[src/tpw_regs.svh]
// constants for the triple pot two-wire slave
// How it works
// - every wiper starts at position 127, maximum resistance, until first written.
// - wiper writes take effect only while write_protect is low; high locks them.
// - device address is 101000, then the strap level, then the direction bit.
// - direction bit one starts a read, zero starts a write.
// - address byte follows a start and shifts in most significant bit first.
// - matching address is acknowledged low; a mismatch stays silent and returns to standby.
// - every matching device address, memory address and data byte is acknowledged low on the ninth clock.
// - data falling while clock high is a start; it must precede every command.
// - data rising while clock high is a stop; it returns the device to standby.
// - data changes only while clock low; changes during clock high are start or stop.
// - standby after power-on, after a stop, and after internal operations finish.
// - after a write address, the memory address byte follows and is acknowledged.
// - a data byte follows and is acknowledged; a stop ends the write.
// - the timed nonvolatile store begins only at the stop condition.
// - address F8h selects the 90k wiper, F9h the first 10k, FAh the second.
// - wipers keep only the low seven bits of a written byte.
// - during the timed store all bus inputs are ignored and nothing is acknowledged.
// - up to eight data bytes per write, address wrapping inside the page.
`ifndef TPW_REGS_SVH
`define TPW_REGS_SVH
`define TPW_DEV_FIXED 6'h28
`define TPW_ADDR_WIPER_90K 8'hF8
`define TPW_ADDR_WIPER_10K_A 8'hF9
`define TPW_ADDR_WIPER_10K_B 8'hFA
`define TPW_WIPER_DEFAULT 7'h7F
`define TPW_LAST_BIT 3'h7
`define TPW_PAGE_BYTES 8
`define TPW_SYNC_RESET 4'hF
`define TPW_STORE_TIME_US 10000
`define TPW_CLK_MHZ 125
`endif

[src/tpw_pkg.sv]
// types shared by the two-wire slave modules
package tpw_pkg;
   typedef enum logic [3:0] {
      TPW_IDLE, TPW_DEV_ADDR, TPW_MEM_ADDR, TPW_WR_DATA, TPW_ACK_WAIT, TPW_ACK,
      TPW_RD_DATA, TPW_RD_WAIT, TPW_RD_ACK, TPW_RD_LOAD, TPW_IGNORE
   } tpw_state_t;
   typedef enum logic [1:0] {TPW_SEL_90K, TPW_SEL_10K_A, TPW_SEL_10K_B, TPW_SEL_NONE} tpw_sel_t;
endpackage : tpw_pkg

[src/tpw_pin_sync.sv]
// three-stage pin synchroniser that updates once stages two and three agree
`timescale 1ns/1ps
`include "tpw_regs.svh"
module tpw_pin_sync
   import tpw_pkg::*;
#(
   parameter int W = 4
)(
   input wire logic clk, // system clock
   input wire logic sys_rst, // synchronous reset
   input wire logic [W-1:0] pin_in, // asynchronous pins
   output logic [W-1:0] pin_out // filtered levels
);
   logic [W-1:0] ff1, ff2, ff3, next_out;

   always_comb
   begin
      for (int i = 0; i < W; i++)
      begin
         next_out[i] = (ff2[i] == ff3[i]) ? ff3[i] : pin_out[i];
      end
   end

   always_ff @(posedge clk)
   begin
      if (sys_rst)
      begin
         ff1 <= W'(`TPW_SYNC_RESET);
         ff2 <= W'(`TPW_SYNC_RESET);
         ff3 <= W'(`TPW_SYNC_RESET);
         pin_out <= W'(`TPW_SYNC_RESET);
      end
      else
      begin
         ff1 <= pin_in;
         ff2 <= ff1;
         ff3 <= ff2;
         pin_out <= next_out;
      end
   end
endmodule : tpw_pin_sync

[src/tpw_nv_timer.sv]
// nonvolatile store timer: busy for a fixed number of cycles after a start pulse
`timescale 1ns/1ps
module tpw_nv_timer
   import tpw_pkg::*;
#(
   parameter int CYCLES = 1250000
)(
   input wire logic clk, // system clock
   input wire logic sys_rst, // synchronous reset
   input wire logic start, // one-cycle store request
   output logic busy // store in progress
);
   localparam int CW = $clog2(CYCLES + 1);
   logic [CW-1:0] cnt, next_cnt;
   logic next_busy;

   always_comb
   begin
      if (start)
         next_cnt = CW'(CYCLES);
      else if (cnt != '0)
         next_cnt = cnt - CW'(1);
      else
         next_cnt = '0;
      next_busy = (next_cnt != '0);
   end

   always_ff @(posedge clk)
   begin
      if (sys_rst)
      begin
         cnt <= '0;
         busy <= 1'b0;
      end
      else
      begin
         cnt <= next_cnt;
         busy <= next_busy;
      end
   end
endmodule : tpw_nv_timer

[src/tpw_slave.sv]
// two-wire slave with three wiper registers, page buffer and timed store
`timescale 1ns/1ps
`include "tpw_regs.svh"
module tpw_slave
   import tpw_pkg::*;
#(
   parameter int STORE_CYCLES = `TPW_STORE_TIME_US * `TPW_CLK_MHZ
)(
   input wire logic clk, // system clock, 125 MHz
   input wire logic sys_rst, // synchronous reset, active high
   input wire logic scl_in, // serial clock pin level
   input wire logic sda_in, // serial data pin level
   input wire logic address_select_strap, // address select strap
   input wire logic write_protect, // high locks the wipers
   output logic sda_out, // data pin drive value, always low
   output logic sda_oe, // high while pulling data low
   output logic [6:0] wiper_90k, // 90k wiper position
   output logic [6:0] wiper_10k_a, // first 10k wiper position
   output logic [6:0] wiper_10k_b, // second 10k wiper position
   output logic store_busy, // timed store in progress
   output logic standby // low-power state
);
   logic [3:0] pins;
   logic scl_s, sda_s, wp_s, strap_s, scl_q, sda_q;
   logic scl_rise, scl_fall, start_ev, stop_ev, store_go;
   tpw_state_t state, next_state, after, next_after;
   logic [2:0] cnt, next_cnt;
   logic [7:0] shift, next_shift, tx, next_tx, mem_addr, next_mem, rx_byte;
   logic [7:0][7:0] pdata, next_pdata;
   logic [7:0] pvalid, next_pvalid;
   logic [2:0][6:0] wiper, next_wiper;
   logic next_oe, next_standby;
   logic [7:0] ca;
   tpw_sel_t cs;

   tpw_pin_sync #(.W(4)) u_sync (
      .clk(clk),
      .sys_rst(sys_rst),
      .pin_in({address_select_strap, write_protect, sda_in, scl_in}),
      .pin_out(pins)
   );

   tpw_nv_timer #(.CYCLES(STORE_CYCLES)) u_timer (
      .clk(clk),
      .sys_rst(sys_rst),
      .start(store_go),
      .busy(store_busy)
   );

   assign scl_s = pins[0];
   assign sda_s = pins[1];
   assign wp_s = pins[2];
   assign strap_s = pins[3];
   assign scl_rise = scl_s & ~scl_q;
   assign scl_fall = ~scl_s & scl_q;
   assign start_ev = scl_s & scl_q & sda_q & ~sda_s;
   assign stop_ev = scl_s & scl_q & ~sda_q & sda_s;
   assign wiper_90k = wiper[TPW_SEL_90K];
   assign wiper_10k_a = wiper[TPW_SEL_10K_A];
   assign wiper_10k_b = wiper[TPW_SEL_10K_B];

   // map a memory address onto a wiper
   function automatic tpw_sel_t wiper_sel(input logic [7:0] a);
      unique case (a)
         `TPW_ADDR_WIPER_90K: wiper_sel = TPW_SEL_90K;
         `TPW_ADDR_WIPER_10K_A: wiper_sel = TPW_SEL_10K_A;
         `TPW_ADDR_WIPER_10K_B: wiper_sel = TPW_SEL_10K_B;
         default: wiper_sel = TPW_SEL_NONE;
      endcase
   endfunction : wiper_sel

   // device address byte match, direction bit excluded
   function automatic logic addr_match(input logic [7:0] b, input logic s);
      addr_match = (b[7:1] == {`TPW_DEV_FIXED, s});
   endfunction : addr_match

   // byte returned by a read; unmapped addresses read zero
   function automatic logic [7:0] read_byte(input logic [7:0] a, input logic [2:0][6:0] w);
      tpw_sel_t s;
      s = wiper_sel(a);
      read_byte = (s == TPW_SEL_NONE) ? 8'h00 : {1'b0, w[s]};
   endfunction : read_byte

   always_comb
   begin
      next_state = state;
      next_after = after;
      next_cnt = cnt;
      next_shift = shift;
      next_tx = tx;
      next_oe = sda_oe;
      next_mem = mem_addr;
      next_pdata = pdata;
      next_pvalid = pvalid;
      next_wiper = wiper;
      store_go = 1'b0;
      ca = 8'h00;
      cs = TPW_SEL_NONE;
      rx_byte = {shift[6:0], sda_s};
      if (store_busy)
      begin
         // bus inputs are ignored while the store runs
         next_state = TPW_IDLE;
         next_oe = 1'b0;
      end
      else if (stop_ev)
      begin
         // the buffered page is committed only here
         for (int i = 0; i < `TPW_PAGE_BYTES; i++)
         begin
            ca = {mem_addr[7:3], 3'(i)};
            cs = wiper_sel(ca);
            if (pvalid[i] && !wp_s && cs != TPW_SEL_NONE)
               next_wiper[cs] = pdata[i][6:0];
         end
         store_go = (|pvalid) && !wp_s;
         next_pvalid = '0;
         next_state = TPW_IDLE;
         next_oe = 1'b0;
      end
      else if (start_ev)
      begin
         next_state = TPW_DEV_ADDR;
         next_cnt = 3'h0;
         next_oe = 1'b0;
         next_pvalid = '0;
      end
      else
      begin
         unique case (state)
            TPW_IDLE, TPW_IGNORE:
               next_oe = 1'b0;
            TPW_DEV_ADDR, TPW_MEM_ADDR, TPW_WR_DATA:
               if (scl_rise)
               begin
                  next_shift = rx_byte;
                  next_cnt = cnt + 3'h1;
                  if (cnt == `TPW_LAST_BIT)
                  begin
                     next_state = TPW_ACK_WAIT;
                     if (state == TPW_DEV_ADDR)
                     begin
                        if (!addr_match(rx_byte, strap_s))
                           next_state = TPW_IDLE;
                        next_after = rx_byte[0] ? TPW_RD_DATA : TPW_MEM_ADDR;
                     end
                     else if (state == TPW_MEM_ADDR)
                     begin
                        next_mem = rx_byte;
                        next_after = TPW_WR_DATA;
                     end
                     else
                     begin
                        next_pdata[mem_addr[2:0]] = rx_byte;
                        next_pvalid[mem_addr[2:0]] = 1'b1;
                        next_mem = {mem_addr[7:3], mem_addr[2:0] + 3'h1};
                        next_after = TPW_WR_DATA;
                     end
                  end
               end
            TPW_ACK_WAIT:
               if (scl_fall)
               begin
                  next_oe = 1'b1;
                  next_state = TPW_ACK;
               end
            TPW_ACK, TPW_RD_LOAD:
               if (scl_fall)
               begin
                  next_cnt = 3'h0;
                  if (state == TPW_RD_LOAD || after == TPW_RD_DATA)
                  begin
                     next_tx = read_byte(mem_addr, wiper);
                     next_oe = ~next_tx[7];
                     next_mem = mem_addr + 8'h01;
                     next_state = TPW_RD_DATA;
                  end
                  else
                  begin
                     next_oe = 1'b0;
                     next_state = after;
                  end
               end
            TPW_RD_DATA:
               if (scl_rise)
               begin
                  next_cnt = cnt + 3'h1;
                  if (cnt == `TPW_LAST_BIT)
                     next_state = TPW_RD_WAIT;
               end
               else if (scl_fall)
               begin
                  next_tx = {tx[6:0], 1'b0};
                  next_oe = ~tx[6];
               end
            TPW_RD_WAIT:
               if (scl_fall)
               begin
                  next_oe = 1'b0;
                  next_state = TPW_RD_ACK;
               end
            TPW_RD_ACK:
               if (scl_rise)
                  next_state = sda_s ? TPW_IGNORE : TPW_RD_LOAD;
         endcase
      end
      next_standby = (next_state == TPW_IDLE) && !store_busy && !store_go;
   end

   always_ff @(posedge clk)
   begin
      if (sys_rst)
      begin
         state <= TPW_IDLE;
         after <= TPW_MEM_ADDR;
         cnt <= 3'h0;
         shift <= 8'h00;
         tx <= 8'h00;
         sda_oe <= 1'b0;
         sda_out <= 1'b0;
         mem_addr <= 8'h00;
         pdata <= '0;
         pvalid <= 8'h00;
         wiper <= {3{`TPW_WIPER_DEFAULT}};
         standby <= 1'b1;
         scl_q <= 1'b1;
         sda_q <= 1'b1;
      end
      else
      begin
         state <= next_state;
         after <= next_after;
         cnt <= next_cnt;
         shift <= next_shift;
         tx <= next_tx;
         sda_oe <= next_oe;
         sda_out <= 1'b0;
         mem_addr <= next_mem;
         pdata <= next_pdata;
         pvalid <= next_pvalid;
         wiper <= next_wiper;
         standby <= next_standby;
         scl_q <= scl_s;
         sda_q <= sda_s;
      end
   end
endmodule : tpw_slave

[config.mk]
export PLATFORM = sky130hd
export DESIGN_NAME = tpw_slave
export DESIGN_NICKNAME = d
export VERILOG_FILES = /design/src/tpw_pkg.sv /design/src/tpw_pin_sync.sv /design/src/tpw_nv_timer.sv /design/src/tpw_slave.sv
export VERILOG_INCLUDE_DIRS = /design/src
export SDC_FILE = /design/constraint.sdc
export NUM_CORES = 1
export LEC_CHECK = 0
export BUFFER_PORTS_ARGS = -buffer_cell sky130_fd_sc_hd__buf_2
export CELL_PAD_IN_SITES_DETAIL_PLACEMENT = 0
export CELL_PAD_IN_SITES_GLOBAL_PLACEMENT = 1
export CORE_ASPECT_RATIO = 1.1
export CORE_MARGIN = 2
export CORE_UTILIZATION = 42
export CTS_CLUSTER_SIZE = 30
export DETAILED_ROUTE_END_ITERATION = 7
export PLACE_DENSITY = 0.78
export SETUP_SLACK_MARGIN = 0.1
export SYNTH_ARGS = -nofsm -noshare
export SYNTH_HDL_FRONTEND = slang
export SYNTH_SLANG_ARGS = --single-unit
[constraint.sdc]
create_clock -name clk -period 2.09 [get_ports clk]
set_input_delay 0.1045 -clock clk [delete_from_list [all_inputs] [get_ports clk]]
set_output_delay 0.1045 -clock clk [all_outputs]
set_load 0.02 [all_outputs]
Word-level counts from Yosys, hierarchy flattened. Index checks and enable logic that the tools add are counted.

Flip-flop bits (word level): 168. Latch bits: 0. Memory bits (writable): 0. Memory bits (read-only): 0. Word-level logic and storage cells: 277. Memories kept: 0.

Add/sub/neg operators: 4. Multipliers: 0. Divide/modulo/power cells: 0. Magnitude comparators: 11. Equality and inequality tests: 40. Shift operators: 0. Muxes and demuxes: 116. Bitwise operators: 19. Reduce and logical (&&, ||, !) cells: 55.

Operators by type and width (count): two-way mux 21 bit (24); bitwise mux 21 bit (8); two-way mux 8 bit (14); two-way mux 7 bit (10); bitwise mux 64 bit (1); demux 7 bit (select 2 bit) (4); two-way mux 4 bit (12); nonzero test 21 bit (2); two-way mux 2 bit (17); != test 2 bit, second input constant (14); demux 8 bit (select 3 bit) (1); equality test 8 bit, second input constant (3); logical AND 1 bit (24); one-hot mux 4 bit (6 select lines) (1); two-way mux 3 bit (7); subtractor 21 x 1 -> 21 bit, second input constant (1); equality test 4 x 3 -> 1 bit, second input constant (5); AND reduction 6 bit (3); one-hot mux 8 bit (2 select lines) (1); AND reduction 8 bit (2); less-than comparator 2 x 3 -> 1 bit, second input constant (5); binary-select mux 7 bit (select 2 bit) (1); one-hot mux 7 bit (2 select lines) (1); equality test 4 bit, second input constant (3); 37 further kinds (81).

Longest topological paths before layout. Gate-level depths: netlist (run 1).

Depth after elaboration: 39. Depth in mapped cells: 9.

By module. Synthesis (run 1) repeated with hierarchy kept, for this count alone.

Cells, all modules: 707. Area total of the unflattened synthesis: 6018.3 um^2.

By module, submodules not included: tpw_slave (instances 1, cells each 511, area an instance 4285.4 um^2, sequential area each 1701.6 um^2); tpw_nv_timer (instances 1, cells each 155, area an instance 1261.2 um^2, sequential area each 440.4 um^2); tpw_pin_sync (instances 1, cells each 41, area an instance 471.7 um^2, sequential area each 320.3 um^2).

Worst setup path before layout (run 1). No wires, ideal clock.

Path kind: register to register. Start: register mem_addr[1]. End: register tx[0]. Data arrival time: 2008 ps. Required time: 2025 ps. Path slack: 17 ps. Stages on the path, launching flop included: 8. Period minus slack after synthesis: 2073 ps. Cells stage by stage: dfxtp_1 > clkbuf_1 > inv_1 > ha_1 > nor3_1 > o21ai_1 > o311a_1 > nor2_1.

Word-level cells in the longest chain between the ends: 14. Elaborated cells between the ends (all ways): 17.

Ends and longest elaborated chain: start: declaration (line tpw_slave.sv:28) `logic [7:0] shift, next_shift, tx, next_tx, mem_addr, next_mem, rx_byte;`; start signal: assignment (line tpw_slave.sv:238) `mem_addr <= next_mem;`; equality test 8 bit (line tpw_slave.sv:64) `unique case (a)`; one-hot mux 2 bit (3 select lines) * (line tpw_slave.sv:64); two-way mux 2 bit * (line tpw_slave.sv:171) `if (state == TPW_RD_LOAD || after == TPW_RD_DATA)`; two-way mux 2 bit * (line tpw_slave.sv:168) `if (scl_fall)`; two-way mux 2 bit * (line tpw_slave.sv:130) `unique case (state)`; two-way mux 2 bit * (line tpw_slave.sv:121) `else if (start_ev)`; two-way mux 2 bit * (line tpw_slave.sv:106) `else if (stop_ev)`; two-way mux 2 bit * (line tpw_slave.sv:100) `if (store_busy)`; binary-select mux 7 bit (select 2 bit) (line tpw_slave.sv:81) `read_byte = (s == TPW_SEL_NONE) ? 8'h00 : {1'b0, w[s]};`; two-way mux 7 bit (implied by the code) (line tpw_slave.sv:81); two-way mux 7 bit * (line tpw_slave.sv:81); two-way mux 7 bit * (line tpw_slave.sv:171); two-way mux 7 bit * (line tpw_slave.sv:168); one-hot mux 7 bit (2 select lines) * (line tpw_slave.sv:130); end signal: assignment (line tpw_slave.sv:235) `tx <= next_tx;`; end: declaration (line tpw_slave.sv:28).

Every way passes the cells marked *; elsewhere a longest branch is shown, timed or not. The select of a mux whose other input is x is not followed. A chain may end at the register's enable or synchronous reset.

Worst setup path after layout (run 1).
Start: register u_timer.cnt[14]. End: register u_timer.busy.

Word-level cells in the longest chain between the ends: 4. Elaborated cells between the ends (all ways): 5.

Ends and longest elaborated chain: start: declaration (line tpw_nv_timer.sv:14) `logic [CW-1:0] cnt, next_cnt;`; start signal: assignment (line tpw_nv_timer.sv:37) `cnt <= next_cnt;`; subtractor 21 x 1 -> 21 bit / nonzero test 21 bit (equally long branches) (line tpw_nv_timer.sv:22, tpw_nv_timer.sv:21); two-way mux 21 bit * (line tpw_nv_timer.sv:21) `else if (cnt != '0)`; two-way mux 21 bit * (line tpw_nv_timer.sv:19) `if (start)`; nonzero test 21 bit * (line tpw_nv_timer.sv:25) `next_busy = (next_cnt != '0);`; end signal: assignment (line tpw_nv_timer.sv:38) `busy <= next_busy;`; end: declaration (line tpw_nv_timer.sv:11) `output logic busy`.

Every way passes the cells marked *; elsewhere a longest branch is shown, timed or not.

==> results of run 1 <==
-- per-stage QoR --
stage,std cells,setup WS [ps],power (mW),util,area (um^2)
floorplan,686,112,4.33,-,5940
detailed placement,920,35.2,5.11,0.479,6610
global route,975,33.9,9.03,0.555,7650
finish,975,103,8.59,0.555,7650
CTS,956,94.7,8.37,0.531,7330
global placement,920,60.0,5.08,0.479,6610
-- registers in the layout, indices dropped and copies added, names as in the netlist, 7 cells and up --
signal,cells
shift,7
wiper_10k_b,7
tx,7
pdata,21
wiper_90k,7
u_timer.cnt,21
wiper_10k_a,7
pvalid,8
mem_addr,8
-- worst min path at each step --
stage | from | endpoint
after floorplan | scl_in | u_sync.ff1[0]
after global placement | sda_in | u_sync.ff1[1]
after detailed placement | write_protect | u_sync.ff1[2]
after CTS | sys_rst | state[3]
after global routing | sys_rst | state[3]
final | sys_rst | state[3]
-- cell type report --
| class | instances | area [um^2] | share of cell area |
|---|---|---|---|
| clock buffer | 20 | 457 | 0.0597 |
| clock inverter | 10 | 190 | 0.0249 |
| inverter | 9 | 33.8 | 0.00442 |
| multi-input combinational | 510 | 3400 | 0.445 |
| sequential | 123 | 2490 | 0.326 |
| tap | 188 | 235 | 0.0307 |
| timing repair buffer | 115 | 840 | 0.110 |
-- power breakdown --
| group | total [mW] | switching [mW] | internal (mW) | leakage, nW |
|---|---|---|---|---|
| clock | 3.21 | 1.04 | 2.17 | 0.305 |
| combinational | 2.59 | 1.33 | 1.27 | 1.61 |
| sequential | 2.79 | 0.243 | 2.55 | 1.00 |
-- synth_stat cells, types with 3 or more instances --
cell,n
dfxtp_1,123
nor2_1,107
nand2_1,52
a21oi_1,42
clkbuf_1,32
mux2i_1,31
and3_1,24
a211o_1,23
o21ai_0,21
nor3_1,19
or2_2,18
nor4_1,14
nand3_1,12
xnor2_1,12
a31oi_1,10
inv_1,9
buf_2,8
ha_1,8
nor2b_1,8
xor2_1,8
a22o_1,7
o21bai_1,7
nand2b_1,6
nand4_1,6
nor4_4,5
and2_1,4
a211oi_1,3
nand3b_1,3
nand4b_1,3
o21ai_1,3
o31ai_1,3
or3_1,3
-- per-layer routing --
| metal | part of all wire | vias up |
|---|---|---|
| li1 | - | 2635 |
| met4 | 0.021 | 0 |
| met2 | 0.48 | 140 |
| met1 | 0.45 | 2541 |
| met5 | 0 | - |
| met3 | 0.043 | 32 |
-- logic make-up after synthesis --
| group | count (synthesis) | synth area share |
|---|---|---|
| and+or+nand+nor | 308 | 0.286 |
| AOI/OAI and AO/OA | 142 | 0.161 |
| DFF | 123 | 0.416 |
| buffers and inverters | 53 | 0.0384 |
| muxes | 31 | 0.0524 |
| xor gates and xnor gates | 20 | 0.0296 |
| adders and majority gates | 8 | 0.0169 |
| other | 1 | 0.000633 |
-- timing repair --
action                                  CTS  global route
hold buffers                              4             0
pin swaps                                 4            16
endpoints found under the setup margin   37            78
cloned                                    0             0
endpoints found under the hold margin     4             0
buffers inserted                          2            19
gates resized for setup                   9            53
==> impl_results.md, run 1 <==
* CTS tree: yes
* Final hold viol count at 0
* Vias in the first global route at 5117
* CTS max path bufs at 2
* Synth warnings at 0
* Crit Path Max Fanout at 4
* Largest net degree at the start of global routing at 72
* Slowest stage delay, CP at 380 ps
* Rows at 45
* Nets@finish at 790
* N_diodes at 0
* Clock sink count at 123
* Initial antenna violation count at 0
* GRT met3 Usage at 0.0424
* PwrDens at 1120 nW/um^2
* Minimum clock period at 1990 ps
* Syn Area/Cell at 8.64 um^2
* Area delta synth->final at 29.1%
* Crit path from: u_timer.cnt[14]
* Worst vdd ir at 0.000807 V
* Routability Congestion at 0.865
* Worst Path Arrival at 2280 ps
* Static Leak at 2.92 nW
* Hold Path Depth at 2
* Share of layout cells above drive strength 1 at 0.286
* Fin crit share at 0.951
* Max Slew Vio Count at 0
* I/O pin total at 31
* WL/cell at 16.0 um
* Reg-to-Reg Start: u_timer.cnt[14]
* Port Buffers at 29
* DRT antenna net count at 0
* CP delay by family, top: simple AND/OR/NAND/NOR gates
* Post-synth EDFFs at 0
* Total GRT Usage at 0.210
* Post-synthesis async set-or-reset flop share at 0
* Hold Slack at 24.9 ps
* Top FF cell, synth: dfxtp_1
* Num CTS Buffers at 17
* CP endpoint: u_timer.busy
* Vias per cell at 5.49
* Pre-Repair DR Iteration Count at 5
* Post-synth top area share at 0.416
* Max-cap check violation count at 0
* Htree depth at 4
* Most frequent cells in the layout: 111 x dfxtp_1, 105 x nor2_1, 73 x buf_4, 49 x nand2_1, 38 x a21oi_1
* Status: complete, no violations
* Global-route wire length before repair at 25.0 mm
* Req. time, crit path at 2380 ps
* Min-delay worst type: in -> reg
* Die height at 129 um
* Yosys cell types at 76
* Worst-Margin Slew at 734 ps
* Worst Setup Path Type: reg -> reg
* Die Wd at 117 um
* Met1 Use GR at 0.279
* Synthesis-stage register bit count at 123
* Total number of vias at 5348
* Crit Reg-Reg Endpoint: u_timer.busy
* Core box area at 13800 um^2
* Worst r2r path cells at 7
* Commonest non-fill, non-tap cell in the layout: dfxtp_1
* GR Layer Usage met2 at 0.333
* Die area at 15100 um^2
* Routed WL at 15.6 mm
* Worst-path clk slew at 50 ps
* Largest area contributor in the netlist: dfxtp_1
* Worst-skew pair later-pin latency at 420 ps
* Stages on worst setup path at 7
* CTS Root Cell: clkbuf_16
* Setup violations, final at 0
* CP max-delay cell: or3_4
* Initial Util at 0.429
* Setup crit start kind: register
* FF-to-FF setup slack at 100 ps
* Slew headroom at 0.511
* Initial DRC count at 351
* Top cells by area, synth: dfxtp_1 42%, nor2_1 6.8%, mux2i_1 5.2%
* # DRC at 0
* Fmax at 0.503 GHz
* Crit-path cells: or3_4, or2_4, nor4_4, buf_4, a21boi_2, nor4_1, o2bb2ai_1
* Clock skew at 11.3 ps
* Post-DP HPWL at 10.9 mm
* Gate Count Post-Synth at 686
* RSZ-0062 raised after global routing: yes
* Sequential element share of the synthesized area at 0.416
* Worst path buffer plus inverter count at 1
* Most utilized layer in the global route result: met2
* Syn Nets at 700
* Mapped Area at 5920 um^2
* Setup TNS at 0 ps
* Total gr overflow at 0
* Critical path capture point type: register
* Filler instances at 1234
(Power assumes the default switching activity.)
==> run 2, diff against run 1 <==
SETUP_SLACK_MARGIN = 0.2   (was 0.1)
==> run 2 against run 1 <==
- first-iteration DRC count is 35% lower
- via count is 1.4% lower
- global-route usage is 0.33 points higher
- die area stayed put
- flip-flop and latch count stayed put
- design area hardly changed
- power is 4.0% lower
- cell count is 0.21% higher
- sequential power hardly changed
- setup slack better by 13 ps
- utilization hardly changed
- clock-buffer cell count is 1 higher
- critical endpoint is now u_timer.cnt[6]
- highest routed layer unchanged
==> impl_results.md, run 2 (synthesis results as in run 1) <==
* Die Wd at 117 um (unchanged)
* FF-to-FF setup slack at 120 ps (about the same)
* P_int at 5.55 mW (-7.3%)
* PwrDens at 1080 nW/um^2 (-3.9%)
* Total GRT Usage at 0.213 (+0.00331)
* Slowest stage delay, CP at 380 ps (about the same)
* Largest net degree at the start of global routing at 37 (-49%)
* Setup crit start kind: register
* # DRC at 0 (unchanged)
* Port Buffers at 29 (unchanged)
* Final hold viol count at 0 (unchanged)
* Worst Path Arrival at 2270 ps (about the same)
* Setup violations, final at 0 (unchanged)
* Worst path buffer plus inverter count at 1 (unchanged)
* DP Area at 6630 um^2 (+0.26%)
* Placed Cells at 922 (+0.22%)
* Vias in the first global route at 5025 (-1.8%)
* Worst-Margin Slew at 564 ps (-170 ps)
* I/O pin total at 31 (unchanged)
* Minimum clock period at 1970 ps (-12.5 ps)
* Worst vdd ir at 0.000913 V (+13%)
* Crit-path cells: or3_4, or2_4, nor4_4, nand3_2, buf_6, a21oi_2, nor2_1
* Critical path capture point type: register
* N_diodes at 0 (unchanged)
* Total gr overflow at 0 (unchanged)
* GRT met3 Usage at 0.0518 (+0.00942)
* Worst-path clk slew at 50 ps (about the same)
* Area delta synth->final at 29.1% (about the same)
* CTS tree: yes
* Sequential cell area at 2490 um^2 (-0.25%)
* Num CTS Buffers at 17 (unchanged)
* CTS Root Cell: clkbuf_16
* Max-cap check violation count at 0 (unchanged)
* Die area at 15100 um^2 (unchanged)
* Initial antenna violation count at 0 (unchanged)
* Comb pwr share at 0.327 (+0.025)
* Die height at 129 um (unchanged)
* Clock Power Share at 0.333 (-0.041)
* Worst-skew pair later-pin latency at 420 ps (about the same)
* Most utilized layer in the global route result: met2
* CP max-delay cell: or3_4
* Psw at 2.70 mW (+3.6%)
* Initial DRC count at 227 (-35%)
* Worst Setup Path Type: reg -> reg
* Crit Path Max Fanout at 7 (+3)
* Largest registers: pdata (21), u_timer.cnt (21)
* Slew headroom at 0.623 (+0.112)
* RSZ-0062 raised after global routing: yes
* Sequential power share at 0.340 (+0.016)
* Final instance area at 7650 um^2 (about the same)
* WL/cell at 15.9 um (-0.25%)
* Filler instances at 1252 (+1.5%)
* Commonest non-fill, non-tap cell in the layout: dfxtp_1
* Fmax at 0.507 GHz (+0.63%)
* Vias per cell at 5.40 (-1.6%)
* Multi-input logic area at 3470 um^2 (+2.0%)
* Clock skew at 5.43 ps (-5.88 ps)
* Nets@finish at 791 (+0.13%)
* Max Slew Vio Count at 0 (unchanged)
* Met1 Use GR at 0.284 (+0.00533)
* Req. time, crit path at 2390 ps (about the same)
* Rows at 45 (unchanged)
* CTS max path bufs at 2 (unchanged)
* Total number of vias at 5275 (-1.4%)
* Switching Fraction at 0.328 (+0.0239)
* Min-delay worst type: in -> reg
* Power Total at 8.25 mW (-4.0%)
* Static Leak at 2.90 nW (-0.76%)
* Core box area at 13800 um^2 (unchanged)
* CP delay by family, top: simple AND/OR/NAND/NOR gates
* Clock sink count at 123 (unchanged)
* Most frequent cells in the layout: 108 x dfxtp_1, 105 x nor2_1, 71 x buf_4, 48 x nand2_1, 31 x mux2i_1
* Post-DP HPWL at 10.9 mm (+0.16%)
* Non-filler cells, final at 977 (+0.21%)
* Setup TNS at 0 ps (unchanged)
* GR Layer Usage met2 at 0.335 (+0.00270)
* Routability Congestion at 0.892 (+3.2%)
* Routed WL at 15.6 mm (about the same)
* Initial Util at 0.429 (unchanged)
* DRT antenna net count at 0 (unchanged)
* Status: complete, no violations
* Pre-Repair DR Iteration Count at 4 (-1)
* Htree depth at 4 (unchanged)
* Global-route wire length before repair at 25.3 mm (+1.2%)
* Share of layout cells above drive strength 1 at 0.305 (+0.0196)
* Fin crit share at 0.945 (-0.00598)
## run 2: per-stage QoR
stage,setup WS [ps],hold slack (ps),utilization
after floorplan,173,208,-
after detailed placement,22.6,292,0.480
after global placement,105,286,0.480
after CTS,158,21.9,0.540
final,116,37.2,0.554
after global routing,35.8,30.7,0.554
## run 2: timing repair
item,4_1_cts,5_1_grt
endpoints found under the setup margin,58,76
setup buffers,11,9
hold endpoints to repair,4,0
pin swaps,15,14
hold buffers,4,0
resized for setup,39,37
## run 2: power by group through the flow
stage               Sequential [mW]  Clock, mW  Combinational, mW
detailed placement             2.83          0               2.21
floorplan                      2.77          0               1.58
global placement               2.83          0               2.19
global route                   2.83       2.90               2.93
finish                         2.81       2.75               2.70
CTS                            2.80       2.81               2.40
## run 2: layout make-up
cell class / count / area share
multi-input combinational: 510 / 0.454
sequential: 123 / 0.325
timing repair buffer: 116 / 0.113
clock buffer: 21 / 0.0602
tap: 188 / 0.0308
clock inverter: 10 / 0.0123
inverter: 9 / 0.00442
## run 2: path summary, 6_finish.rpt
path	end	cells after the start	startpoint
worst min-delay path	u_timer.cnt[7]	2	sys_rst
worst max-delay path	u_timer.cnt[6]	7	u_timer.cnt[14]
worst min register to register	u_sync.ff2[0]	1	u_sync.ff1[0]
worst max register to register	u_timer.cnt[6]	7	u_timer.cnt[14]
## run 2: per-layer routing
layer / share of wire / up-vias
met3: 0.032 / 24
met5: 0 / -
li1: - / 2635
met1: 0.47 / 2535
met2: 0.48 / 81
met4: 0.019 / 0
## run 2: worst reg2reg max path: cells and delay by family, from the launching register on
| family | cells | cell delay, ps |
|---|---|---|
| AND/OR/NAND/NOR | 5 | 1250 |
| AO/OA/AOI/OAI | 1 | 120 |
| buffers and inverters | 1 | 180 |
| flip-flops | 1 | 310 |
